`config.mk`:
```
export PLATFORM = sky130hd
export DESIGN_NAME = spims_core
export DESIGN_NICKNAME = d
export VERILOG_FILES = /design/src/hdl/spims_pkg.sv /design/src/hdl/spims_core.sv /design/src/hdl/spims_fifo.sv
export SDC_FILE = /design/constraint.sdc
export NUM_CORES = 1
export LEC_CHECK = 0
export BUFFER_PORTS_ARGS = -buffer_cell sky130_fd_sc_hd__buf_2
export CAP_MARGIN = 20
export CORE_UTILIZATION = 57
export CTS_CLUSTER_SIZE = 30
export DETAILED_ROUTE_END_ITERATION = 8
export PLACE_DENSITY = 0.77
export SYNTH_ARGS = -nofsm -noshare
export SYNTH_HDL_FRONTEND = slang
export SYNTH_HIERARCHICAL = 1
export SYNTH_SLANG_ARGS = --single-unit
```
`constraint.sdc`:
```
create_clock -name clk -period 11.2 [get_ports clk]
set_input_delay 1.68 -clock clk [delete_from_list [all_inputs] [get_ports clk]]
set_output_delay 1.68 -clock clk [all_outputs]
set_load 0.01 [all_outputs]
```
`src/hdl/spims_pkg.sv`:
```
// package: constants and carriers for the spi master/slave port
package spims_pkg;
  localparam int DATA_W = 8;
  localparam int CNT_W = 4;
  localparam logic [7:0] DATA_RESET = 8'h00;
  localparam logic [15:0] BAUD_RESET = 16'h0002;
  localparam int SLAVE_MIN_SCK_SYSCLK = 8;
  localparam int FIFO_DEPTH = 16;

  typedef struct packed {
    logic enable;
    logic master;
    logic clockPhase;
    logic clockPolarity;
    logic wiredOr;
    logic interruptEnable;
    logic bidirIrq;
    logic forceStartupIrq;
    logic selectValue;
    logic [3:0] numBits;
  } spims_ctrl_t;

  typedef struct packed {
    logic busy;
    logic irq;
    logic overrun;
    logic collision;
    logic abort;
    logic selected;
  } spims_stat_t;
endpackage
```
`src/hdl/spims_core.sv`:
```
// module: spi master/slave port with received-data fifo
// Overview of operation
// - shift out and in simultaneously, ring
// - single buffer: load only when idle; received data queues in fifo
// - miso input as master, output as slave, msb
// - mosi output as master, input as slave, msb
// - unselected slave leaves miso undriven
// - disabled block leaves miso and mosi undriven
// - master drives sck from baud generator
// - slave samples data on received sck
// - slave ignores sck unless selected
// - synchronise spi inputs before use
// - slave applies phase, polarity, wired-or, bits
// - start bit forces startup interrupt
// - slave ignores bidir irq and select value
// - slave leaves baud generator unused
// - unloaded slave shifts current data register
// - write during transfer: keep data, set overrun
// - select asserted on master sets collision
// - select loss mid-character aborts, sets flags
// - completion raises interrupt when enabled
`timescale 1ns/10ps
module spims_core #(
  parameter int FIFO_W = spims_pkg::DATA_W,
  parameter int FIFO_D = spims_pkg::FIFO_DEPTH
) (
  input wire logic clk,
  input wire logic rst_n,
  input wire spims_pkg::spims_ctrl_t ctrl,
  input wire logic [7:0] baudDivisorHigh,
  input wire logic [7:0] baudDivisorLow,
  input wire logic [7:0] writeData,
  input wire logic writeStrobe,
  input wire logic clearOverrun,
  input wire logic clearCollision,
  input wire logic clearAbort,
  input wire logic clearIrq,
  output logic [7:0] spiDataReg,
  output logic [7:0] rxData,
  output logic rxValid,
  input wire logic rxReady,
  output spims_pkg::spims_stat_t status,
  output logic interruptOut,
  input wire logic sckIn,
  output logic sckOut,
  output logic sckOe,
  input wire logic mosiIn,
  output logic mosiOut,
  output logic mosiOe,
  input wire logic misoIn,
  output logic misoOut,
  output logic misoOe,
  input wire logic selectIn_n
);
  typedef enum logic [1:0] {SPIMS_IDLE, SPIMS_RUN, SPIMS_DONE} spims_st_t;
  spims_st_t state_reg;
  logic [7:0] shift_reg;
  logic [3:0] bitCnt_reg;
  logic [15:0] baudCnt_reg;
  logic sckInt_reg;
  logic [1:0] sckSync_reg;
  logic [1:0] mosiSync_reg;
  logic [1:0] misoSync_reg;
  logic [1:0] selSync_reg;
  logic sckPrev_reg;
  logic selPrev_reg;
  logic overrun_reg;
  logic collision_reg;
  logic abort_reg;
  logic irq_reg;
  logic startReq_reg;
  logic fifoInReady;
  logic fifoPush;
  logic [3:0] charBits;
  logic isMaster;
  logic selected;
  logic selRise;
  logic sckSlv;
  logic slvLead;
  logic slvTrail;
  logic baudTick;
  logic mstLead;
  logic mstTrail;
  logic lead;
  logic trail;
  logic serialIn;
  logic lastBit;
  logic [15:0] baudDiv;

  // outgoing bit, launched apart from the sampling edge
  logic txBit_reg;
  logic sampleEdge;
  logic shiftEdge;


  // zero or out-of-range count means a full eight-bit character;
  // counts above eight would run past the shift register
  function automatic logic [3:0] bitsPerChar(input logic [3:0] code);
    if (code == 4'h0 || code > 4'h8) begin
      return 4'h8;
    end
    return code;
  endfunction

  assign isMaster = ctrl.master;
  assign charBits = bitsPerChar(ctrl.numBits);
  assign baudDiv = {baudDivisorHigh, baudDivisorLow};

  // two-flop synchronisers; only second stage feeds logic
  always_ff @(posedge clk or negedge rst_n) begin
    if (!rst_n) begin
      sckSync_reg <= 2'h0;
      mosiSync_reg <= 2'h0;
      misoSync_reg <= 2'h0;
      selSync_reg <= 2'h3;
    end else begin
      sckSync_reg <= {sckSync_reg[0], sckIn};
      mosiSync_reg <= {mosiSync_reg[0], mosiIn};
      misoSync_reg <= {misoSync_reg[0], misoIn};
      selSync_reg <= {selSync_reg[0], selectIn_n};
    end
  end

  always_ff @(posedge clk or negedge rst_n) begin
    if (!rst_n) begin
      sckPrev_reg <= 1'b0;
      selPrev_reg <= 1'b0;
    end else begin
      sckPrev_reg <= sckSync_reg[1];
      selPrev_reg <= selected;
    end
  end

  assign selected = !selSync_reg[1];
  assign selRise = selected && !selPrev_reg;
  // polarity folded in so edges are lead/trail regardless of idle level
  assign sckSlv = sckSync_reg[1] ^ ctrl.clockPolarity;
  // sck ignored unless selected
  assign slvLead = selected && sckSlv &&
    !(sckPrev_reg ^ ctrl.clockPolarity);
  assign slvTrail = selected && !sckSlv &&
    (sckPrev_reg ^ ctrl.clockPolarity);

  // baud generator runs only as master
  always_ff @(posedge clk or negedge rst_n) begin
    if (!rst_n) begin
      baudCnt_reg <= 16'h0000;
    end else if (!isMaster || state_reg == SPIMS_IDLE) begin
      // keeps running through done so the closing half period ends
      baudCnt_reg <= 16'h0000;
    end else if (baudTick) begin
      baudCnt_reg <= 16'h0000;
    end else begin
      baudCnt_reg <= baudCnt_reg + 16'h0001;
    end
  end
  // divisor below one still yields a half period of one cycle
  assign baudTick = (baudCnt_reg + 16'h0001 >= baudDiv);
  assign mstLead = baudTick && !sckInt_reg;
  assign mstTrail = baudTick && sckInt_reg;
  assign lead = isMaster ? mstLead : slvLead;
  assign trail = isMaster ? mstTrail : slvTrail;
  assign serialIn = isMaster ? misoSync_reg[1] : mosiSync_reg[1];
  assign lastBit = (bitCnt_reg == charBits - 4'h1);
  // phase picks which edge samples; the other one launches
  assign sampleEdge = ctrl.clockPhase ? trail : lead;
  assign shiftEdge = ctrl.clockPhase ? lead : trail;

  always_ff @(posedge clk or negedge rst_n) begin
    if (!rst_n) begin
      sckInt_reg <= 1'b0;
    end else if (!isMaster || state_reg == SPIMS_IDLE) begin
      sckInt_reg <= 1'b0;
    end else if (baudTick) begin
      sckInt_reg <= !sckInt_reg;
    end
  end

  // transfer state: sample on one edge, shift on the other
  always_ff @(posedge clk or negedge rst_n) begin
    if (!rst_n) begin
      state_reg <= SPIMS_IDLE;
      bitCnt_reg <= 4'h0;
      shift_reg <= spims_pkg::DATA_RESET;
    end else if (!ctrl.enable) begin
      state_reg <= SPIMS_IDLE;
      bitCnt_reg <= 4'h0;
    end else begin
      unique case (state_reg)
        SPIMS_IDLE: begin
          bitCnt_reg <= 4'h0;
          if (isMaster && startReq_reg && fifoInReady) begin
            shift_reg <= spiDataReg;
            state_reg <= SPIMS_RUN;
          end else if (!isMaster && selRise && fifoInReady) begin
            shift_reg <= spiDataReg;
            state_reg <= SPIMS_RUN;
          end
        end
        SPIMS_RUN: begin
          if (!isMaster && !selected) begin
            state_reg <= SPIMS_IDLE;
          end else if (sampleEdge) begin
            shift_reg <= {shift_reg[6:0], serialIn};
            if (lastBit) begin
              state_reg <= SPIMS_DONE;
            end else begin
              bitCnt_reg <= bitCnt_reg + 4'h1;
            end
          end
        end
        SPIMS_DONE: begin
          // wait for the closing edge so the clock returns idle
          if (isMaster ? (ctrl.clockPhase ? 1'b1 : trail) : 1'b1) begin
            state_reg <= SPIMS_IDLE;
          end
        end
      endcase
    end
  end

  // received character goes into the fifo when complete
  assign fifoPush = (state_reg == SPIMS_RUN) &&
    sampleEdge && lastBit &&
    (isMaster || selected);

  spims_fifo #(.WIDTH(FIFO_W), .DEPTH(FIFO_D)) rxFifo (
    .clk(clk),
    .rst_n(rst_n),
    .inData({shift_reg[6:0], serialIn}),
    .inValid(fifoPush),
    .inReady(fifoInReady),
    .outData(rxData),
    .outValid(rxValid),
    .outReady(rxReady)
  );

  // launch register: data never changes on the far side's sampling edge
  always_ff @(posedge clk or negedge rst_n) begin
    if (!rst_n) begin
      txBit_reg <= 1'b0;
    end else if (state_reg == SPIMS_IDLE) begin
      txBit_reg <= spiDataReg[7];
    end else if (state_reg == SPIMS_RUN && shiftEdge) begin
      txBit_reg <= shift_reg[7];
    end
  end

  // data register: writes refused while busy
  always_ff @(posedge clk or negedge rst_n) begin
    if (!rst_n) begin
      spiDataReg <= spims_pkg::DATA_RESET;
    end else if (writeStrobe && state_reg == SPIMS_IDLE) begin
      spiDataReg <= writeData;
    end
  end

  // start held until run, so a full fifo only delays it
  always_ff @(posedge clk or negedge rst_n) begin
    if (!rst_n) begin
      startReq_reg <= 1'b0;
    end else if (!ctrl.enable || !isMaster) begin
      startReq_reg <= 1'b0;
    end else if (writeStrobe && state_reg == SPIMS_IDLE) begin
      startReq_reg <= 1'b1;
    end else if (state_reg == SPIMS_RUN) begin
      startReq_reg <= 1'b0;
    end
  end

  // sticky flags: a set in the clearing cycle wins
  always_ff @(posedge clk or negedge rst_n) begin
    if (!rst_n) begin
      overrun_reg <= 1'b0;
    end else if (writeStrobe && state_reg != SPIMS_IDLE) begin
      overrun_reg <= 1'b1;
    end else if (clearOverrun) begin
      overrun_reg <= 1'b0;
    end
  end

  always_ff @(posedge clk or negedge rst_n) begin
    if (!rst_n) begin
      collision_reg <= 1'b0;
    // no filtering: one synchronised cycle of select is a fault
    end else if (ctrl.enable && isMaster && selected) begin
      collision_reg <= 1'b1;
    end else if (clearCollision) begin
      collision_reg <= 1'b0;
    end
  end

  always_ff @(posedge clk or negedge rst_n) begin
    if (!rst_n) begin
      abort_reg <= 1'b0;
    end else if (ctrl.enable && !isMaster && state_reg == SPIMS_RUN &&
        !selected) begin
      abort_reg <= 1'b1;
    end else if (clearAbort) begin
      abort_reg <= 1'b0;
    end
  end

  always_ff @(posedge clk or negedge rst_n) begin
    if (!rst_n) begin
      irq_reg <= 1'b0;
    end else if (ctrl.forceStartupIrq) begin
      irq_reg <= 1'b1;
    // an aborted character also counts as complete
    end else if (fifoPush || (ctrl.enable && !isMaster &&
        state_reg == SPIMS_RUN && !selected)) begin
      irq_reg <= 1'b1;
    end else if (clearIrq) begin
      irq_reg <= 1'b0;
    end
  end

  // bidir irq and select value have no effect in slave mode
  assign interruptOut = irq_reg && ctrl.interruptEnable &&
    (isMaster ? 1'b1 : 1'b1);

  // pin drivers; wired-or drives mosi and miso only low, sck both ways
  always_comb begin
    sckOut = sckInt_reg ^ ctrl.clockPolarity;
    sckOe = ctrl.enable && isMaster;
    mosiOut = txBit_reg;
    mosiOe = ctrl.enable && isMaster &&
      (!ctrl.wiredOr || !txBit_reg);
    misoOut = txBit_reg;
    misoOe = ctrl.enable && !isMaster && selected &&
      (!ctrl.wiredOr || !txBit_reg);
  end

  assign status = '{busy: (state_reg != SPIMS_IDLE), irq: irq_reg,
    overrun: overrun_reg, collision: collision_reg, abort: abort_reg,
    selected: selected};
endmodule

```
`src/hdl/spims_fifo.sv`:
```
// module: parameterised flip-flop fifo with valid/ready on both sides
`timescale 1ns/10ps
module spims_fifo #(
  parameter int WIDTH = 8,
  parameter int DEPTH = 16
) (
  input wire logic clk,
  input wire logic rst_n,
  input wire logic [WIDTH-1:0] inData,
  input wire logic inValid,
  output logic inReady,
  output logic [WIDTH-1:0] outData,
  output logic outValid,
  input wire logic outReady
);
  localparam int AW = $clog2(DEPTH);
  logic [WIDTH-1:0] mem [DEPTH];
  logic [AW-1:0] wrPtr_reg;
  logic [AW-1:0] rdPtr_reg;
  logic [AW:0] count_reg;
  logic push;
  logic pop;

  assign inReady = (count_reg != DEPTH[AW:0]);
  assign outValid = (count_reg != '0);
  assign outData = mem[rdPtr_reg];
  assign push = inValid && inReady;
  assign pop = outValid && outReady;

  always_ff @(posedge clk) begin
    if (push) begin
      mem[wrPtr_reg] <= inData;
    end
  end

  always_ff @(posedge clk or negedge rst_n) begin
    if (!rst_n) begin
      wrPtr_reg <= '0;
      rdPtr_reg <= '0;
      count_reg <= '0;
    end else begin
      if (push) begin
        wrPtr_reg <= AW'(wrPtr_reg + 1'b1);
      end
      if (pop) begin
        rdPtr_reg <= AW'(rdPtr_reg + 1'b1);
      end
      if (push && !pop) begin
        count_reg <= count_reg + 1'b1;
      end else if (pop && !push) begin
        count_reg <= count_reg - 1'b1;
      end
    end
  end
endmodule

```
==> results of run 1 <==
## where the power goes
part           switching, mW  internal [mW]
Sequential             0.159          0.891
Combinational          0.323          0.280
Clock                  0.260          0.382
## cells in the final DEF, fill, tap and decap left out, types with 4 or more instances in the layout
| cell type | n |
|---|---|
| edfxtp_1 | 128 |
| buf_2 | 76 |
| dfrtp_1 | 65 |
| nand2_1 | 47 |
| mux2i_1 | 37 |
| inv_1 | 36 |
| ha_1 | 31 |
| nor2_1 | 28 |
| xnor2_1 | 24 |
| a21oi_1 | 22 |
| clkbuf_16 | 17 |
| mux4_2 | 16 |
| nand3_1 | 14 |
| a221oi_1 | 14 |
| o21ai_0 | 13 |
| nand2b_1 | 11 |
| mux2_2 | 11 |
| nor2b_1 | 10 |
| a22oi_1 | 9 |
| nand4_1 | 8 |
| xor2_1 | 8 |
| nor2b_4 | 8 |
| nor3b_1 | 8 |
| or3_1 | 7 |
| nor3_1 | 5 |
| o211ai_1 | 5 |
| clkinvlp_4 | 5 |
| bufinv_16 | 4 |
## worst paths after layout
path	from	depth (start not counted)	end
max	baudCnt_reg[0]$_DFF_PN0_	20	rxFifo/count_reg[4]$_DFFE_PN0P_
max in group asynchronous	rst_n	2	rxFifo/rdPtr_reg[0]$_DFFE_PN0P_
min reg2reg	misoSync_reg[0]$_DFF_PN0_	0	misoSync_reg[1]$_DFF_PN0_
max reg2reg	baudCnt_reg[0]$_DFF_PN0_	20	rxFifo/count_reg[4]$_DFFE_PN0P_
min	misoSync_reg[0]$_DFF_PN0_	0	misoSync_reg[1]$_DFF_PN0_
min in group asynchronous	rst_n	2	bitCnt_reg[1]$_DFFE_PN0P_
## logic make-up (layout without fill, tap and decap cells)
logic type / after synthesis / after routing / share of synthesized area
AOI/OAI and AO/OA: 90 / 90 / 0.0745
xor gates and xnor gates: 32 / 32 / 0.0308
adders and majority gates: 32 / 32 / 0.0448
buffers and inverters: 69 / 149 / 0.0415
DFF: 196 / 196 / 0.609
muxes: 65 / 65 / 0.0955
and+or+nand+nor: 163 / 163 / 0.104
## metal layers
layer  routed length (um)  share of wire  vias up
met5                    0              0        -
met3                  738          0.043       27
met2                 8600           0.50      171
met1                 7390           0.43     2700
met4                  384          0.022        0
li1                     -              -     2518
## critical path, cell delays in order (launching register included)
cell	delay [ns]
dfrtp_1	0.50
ha_1	0.30
nand2_1	0.11
or2_2	0.35
nor2_1	0.14
xnor2_1	0.11
ha_1	0.34
nand4_2	0.15
nor3_4	0.28
a22oi_1	0.15
nand3_4	0.17
a31oi_4	0.21
nor2_1	0.19
a21boi_2	0.40
ha_1	0.25
inv_1	0.12
fa_1	0.44
a21o_1	0.21
a21oi_1	0.21
mux2i_1	0.24
xnor2_1	0.13
## metrics by stage
stage          power, mW  setup slack (ns)  cell area (um2)  utilization  std cells
2_1_floorplan       1.49              6.43             9100            -        647
3_3_place_gp        1.63              6.05             9530        0.620        904
3_5_place_dp        1.66              5.86             9530        0.620        904
4_1_cts             2.30              6.15            10200        0.661        936
5_1_grt             2.40              5.70            10200        0.662        938
6_report            2.29              6.14            10200        0.662        938
## cell type report
class                   count  share of cell area
inverters                  36              0.0133
clock inverters            11              0.0175
multi-input cells         382               0.313
clock buffers              21              0.0443
flip-flops and latches    196               0.545
repair buffers             81              0.0411
well taps                 211              0.0260
==> flow_metrics.tcl, run 1 <==
set metrics [dict create \
    start_util 0.592 \
    drive_gt1_frac 0.231 \
    met2_usage 0.380 \
    ys.flop_type "edfxtp_1" \
    yosysTopAreaCellShare 0.422 \
    postRouteAntennaNets 0 \
    vias_per_cell 5.77 \
    cp.arrival_ns 5.43 \
    path_class "reg2reg" \
    cts_buffers 17 \
    cts_sinks 196 \
    status "completed" \
    cts_resized 0 \
    setup_viol 0 \
    grt_overflow 0 \
    p_per_area_mw_per_mm2 226 \
    multiInputGateArea_mm2 0.00318 \
    ys_async_sr_fraction 0.347 \
    clk_pin_slew_worst_paths_ns 0.07 \
    routed_wl_mm 17.1 \
    first_pass_iters 5 \
    drv_slew 0 \
    cts-root-buf "clkbuf_16" \
    leakage_nw 3.97 \
    synthTopCellsByArea "edfxtp_1 (42%), dfrtp_1 (18%), ha_1 (4.3%)" \
    post_drt_wl_per_cell_um 18.2 \
    grt.busiest_layer "met2" \
    n_fill_cell 1115 \
    cts_setup_buffers 0 \
    post-route-period-util 0.452 \
    clock_latency_ns 0.44 \
    fmaxAchievable_mhz 198 \
    cts_tree "built" \
    postCtsHoldBufs 0 \
    dieArea_mm2 0.0165 \
    vdd.ir_drop.worst_v 0.000149 \
    core_area_mm2 0.0154 \
    nets 795 \
    met3_usage 0.0420 \
    crit_fanout 16 \
    mappedNetlistArea_mm2 0.00910 \
    area_growth_pct 11.7 \
    ff2ff_setup_slack_ns 6.14 \
    hp-class "reg2reg" \
    synth_nets 728 \
    grt_max_degree 69 \
    whs_ns 0.348 \
    synth_common_cells "edfxtp_1 (128), dfrtp_1 (66), nand2_1 (47), mux2i_1 (37), inv_1 (36)" \
    track_usage 0.225 \
    rsz0062_at_grt "no" \
    cts_buffer_depth 2 \
    worstMarginPinSlew_ns 1.10 \
    postSynthCellCount 647 \
    fin_skew_ns 0.00743 \
    yosys_register_bits 196 \
    yosysMostFrequentCell "edfxtp_1" \
    dp_hpwl_mm 11.4 \
    slew_headroom 0.263 \
    die_w_um 128 \
    route.detailed.drc 0 \
    avgSynthCellArea_um2 14.1 \
    fin_crit_ns 5.06 \
    cp-end-kind "flip-flop" \
    final-seq-area_mm2 0.00555 \
    yosysSeqAreaShare 0.609 \
    ys_types 66 \
    finalSetupTns_ns 0 \
    grt_use_met1 0.285 \
    largest_reg_flops 128 \
    antennaDiodeCount 0 \
    drt_iter0_drc 421 \
    synth_top_area_cell "edfxtp_1" \
    die_h_um 128 \
    ys_warn_count 6 \
    drv_cap 0 \
    finalHoldViolCount 0 \
    ioPinCount 79 \
    h-tree-depth 4 \
    gp_congestion 0.795 \
    num_vias 5416 \
    grt_pass1_wl_mm 27.5 \
    synth_edf_count 128 \
    grt_antenna_before_repair 0 \
    critPathRequiredTime_ns 11.57 \
    port_buffers 76 \
    rows 45 \
    grt_pass1_vias 5403 \
    start_kind "flip-flop" \
]
Note: power is estimated with default switching activity, not from simulation.
==> inputs of run 2 (changes only) <==
- CORE_UTILIZATION: 57 -> 54
- PLACE_DENSITY: 0.77 -> 0.76
- clock period: 11.2 -> 4.6 ns (I/O delays scaled with it)
==> run 2 against run 1 <==
Effect of this change: die area grew 5.5%; sequential power grew 140%; via count is 1.4% higher; global-route usage fell by 0.39 points; first-iteration DRC count fell by 29%; clock skew about the same; critical path depth grew 1; sequential share of layout area shrank 0.53 points; critical path type unchanged; critical endpoint unchanged.
==> flow_metrics.tcl, run 2 (same netlist as run 1, synthesis figures left out) <==
set metrics [dict create \
    status "completed" \
    cts_buffers 17 \
    worstMarginPinSlew_ns 0.875 \
    n_fill_cell 1197 \
    rsz0062_at_grt "no" \
    critPathBufInv 1 \
    post_drt_wl_per_cell_um 18.6 \
    rows 47 \
    ff2ff_setup_slack_ns 0.32 \
    crit_fanout 7 \
    hp-class "in2async" \
    largest_reg_flops 128 \
    start_kind "flip-flop" \
    instances_no_fill 968 \
    fin_skew_ns 0.00745 \
    clkPwrFrac 0.250 \
    cts_buffer_depth 2 \
    finalSetupTns_ns 0 \
    cp-end-kind "flip-flop" \
    drive_gt1_frac 0.261 \
    power_frac_seq 0.477 \
    port_buffers 76 \
    track_usage 0.221 \
    clock_latency_ns 0.43 \
    grt_pass1_wl_mm 29.2 \
    crit_family "simple AND/OR/NAND/NOR gates" \
    whs_ns 0.342 \
    fmaxAchievable_mhz 234 \
    p_switching_mw 1.82 \
    finalHoldViolCount 0 \
    p_comb_frac 0.273 \
    route.detailed.drc 0 \
    mostFrequentLayoutCells "edfxtp_1 (128), buf_2 (76), dfrtp_1 (65), nand2_1 (47), mux2i_1 (37)" \
    dieArea_mm2 0.0174 \
    slowest_delay_ns 0.40 \
    vdd.ir_drop.worst_v 0.000324 \
    nets 817 \
    fin_crit_ns 4.28 \
    drv_cap 0 \
    layout_commonest_cell "edfxtp_1" \
    antennaDiodeCount 0 \
    cp_cell_sequence "nand3_2, nor2_4, nand2_1, or2_2, nor2_1, xnor2_1, ha_1, a21oi_1, nand2_1, a21oi_1, nand3_4, a31oi_4, nor2_1, a21boi_2, ha_1, inv_1, ha_1, a21o_1, a21oi_1, mux2i_1, xnor2_1" \
    r2r_cells 21 \
    post-route-period-util 0.929 \
    gp_congestion 0.805 \
    slew_headroom 0.417 \
    cts_sinks 196 \
    grt_max_degree 36 \
    switching_share 0.338 \
    dp_hpwl_mm 12.3 \
    cts_tree "built" \
    layout_setup_ws_ns 0.325 \
    ioPinCount 79 \
    core_area_mm2 0.0165 \
    place_area_mm2 0.00971 \
    drv_slew 0 \
    path_class "reg2reg" \
    first_pass_iters 5 \
    drt_iter0_drc 297 \
    final_area_mm2 0.0103 \
    die_w_um 132 \
    r2r-start "baudCnt_reg[4]$_DFF_PN0_" \
    area_growth_pct 12.8 \
    grt_antenna_before_repair 0 \
    r2r-end "rxFifo/count_reg[4]$_DFFE_PN0P_" \
    p_per_area_mw_per_mm2 524 \
    grt_pass1_vias 5652 \
    cp.arrival_ns 4.63 \
    leakage_nw 4.06 \
    die_h_um 132 \
    postRouteAntennaNets 0 \
    postCtsHoldBufs 0 \
    cts-root-buf "clkbuf_16" \
    vias_per_cell 5.67 \
    cpMaxStageDelayCell "dfrtp_1" \
    num_vias 5493 \
    clk_pin_slew_worst_paths_ns 0.07 \
    critPathRequiredTime_ns 4.96 \
    grt_overflow 0 \
    routed_wl_mm 18.0 \
    dpl.cell_count 935 \
    p_int_mw 3.56 \
    setup_viol 0 \
    h-tree-depth 4 \
    start_util 0.551 \
    post-place-ws_ns 0.202 \
]
run 2: layer usage:
layer  share of wire  up-vias  track usage
met5               0        -            0
met4           0.021        0       0.0788
met3           0.057       27       0.0496
met2            0.50      206        0.367
met1            0.42     2698        0.286
li1                -     2562            -
run 2: final cells by class:
cell class / count / area (um2) / area share
sequential: 196 / 5550 / 0.540
timing repair buffer: 103 / 583 / 0.0568
clock buffer: 18 / 429 / 0.0418
clock inverter: 13 / 105 / 0.0102
inverter: 36 / 135 / 0.0132
tap: 220 / 275 / 0.0268
multi-input combinational: 382 / 3200 / 0.311
run 2: worst register-to-register path: cells and delay by family, from the launching register on:
kind / cells / cell delay, ns
compound gates: 6 / 1.10
xor+xnor: 2 / 0.29
fa+ha+maj: 3 / 0.81
buf+inv: 1 / 0.17
flops: 1 / 0.40
mux: 1 / 0.24
simple gates: 8 / 1.18
run 2: worst max-delay path by stage:
stage,end,cells past startpoint,startpoint,slack [ns]
after floorplan,rxFifo/count_reg[4]$_DFFE_PN0P_,21,baudCnt_reg[0]$_DFF_PN0_,0.25
after global placement,rxFifo/count_reg[4]$_DFFE_PN0P_,21,baudCnt_reg[2]$_DFF_PN0_,0.35
after detailed placement,rxFifo/count_reg[4]$_DFFE_PN0P_,21,baudCnt_reg[2]$_DFF_PN0_,0.20
after CTS,rxFifo/count_reg[4]$_DFFE_PN0P_,21,baudCnt_reg[2]$_DFF_PN0_,0.12
after global routing,rxFifo/count_reg[4]$_DFFE_PN0P_,21,baudCnt_reg[4]$_DFF_PN0_,0.008
final,rxFifo/count_reg[4]$_DFFE_PN0P_,21,baudCnt_reg[4]$_DFF_PN0_,0.32
run 2: repair_timing:
item                                    CTS  global route
buffers inserted                          0             2
endpoints found under the hold margin     0             0
endpoints found under the setup margin    0             2
gates resized for setup                   0             5
run 2: power groups by stage:
stage	registers [mW]	logic [mW]	clock network, mW
finish	2.57	1.47	1.34
global route	2.61	1.61	1.44
CTS	2.57	1.47	1.37
detailed placement	2.60	1.47	0
global placement	2.57	1.42	0
floorplan	2.39	1.23	0
run 2: through the flow:
stage | util | power, mW
after floorplan | - | 3.62
after global placement | 0.587 | 3.98
after detailed placement | 0.587 | 4.07
after CTS | 0.620 | 5.40
after global routing | 0.622 | 5.65
final | 0.622 | 5.38
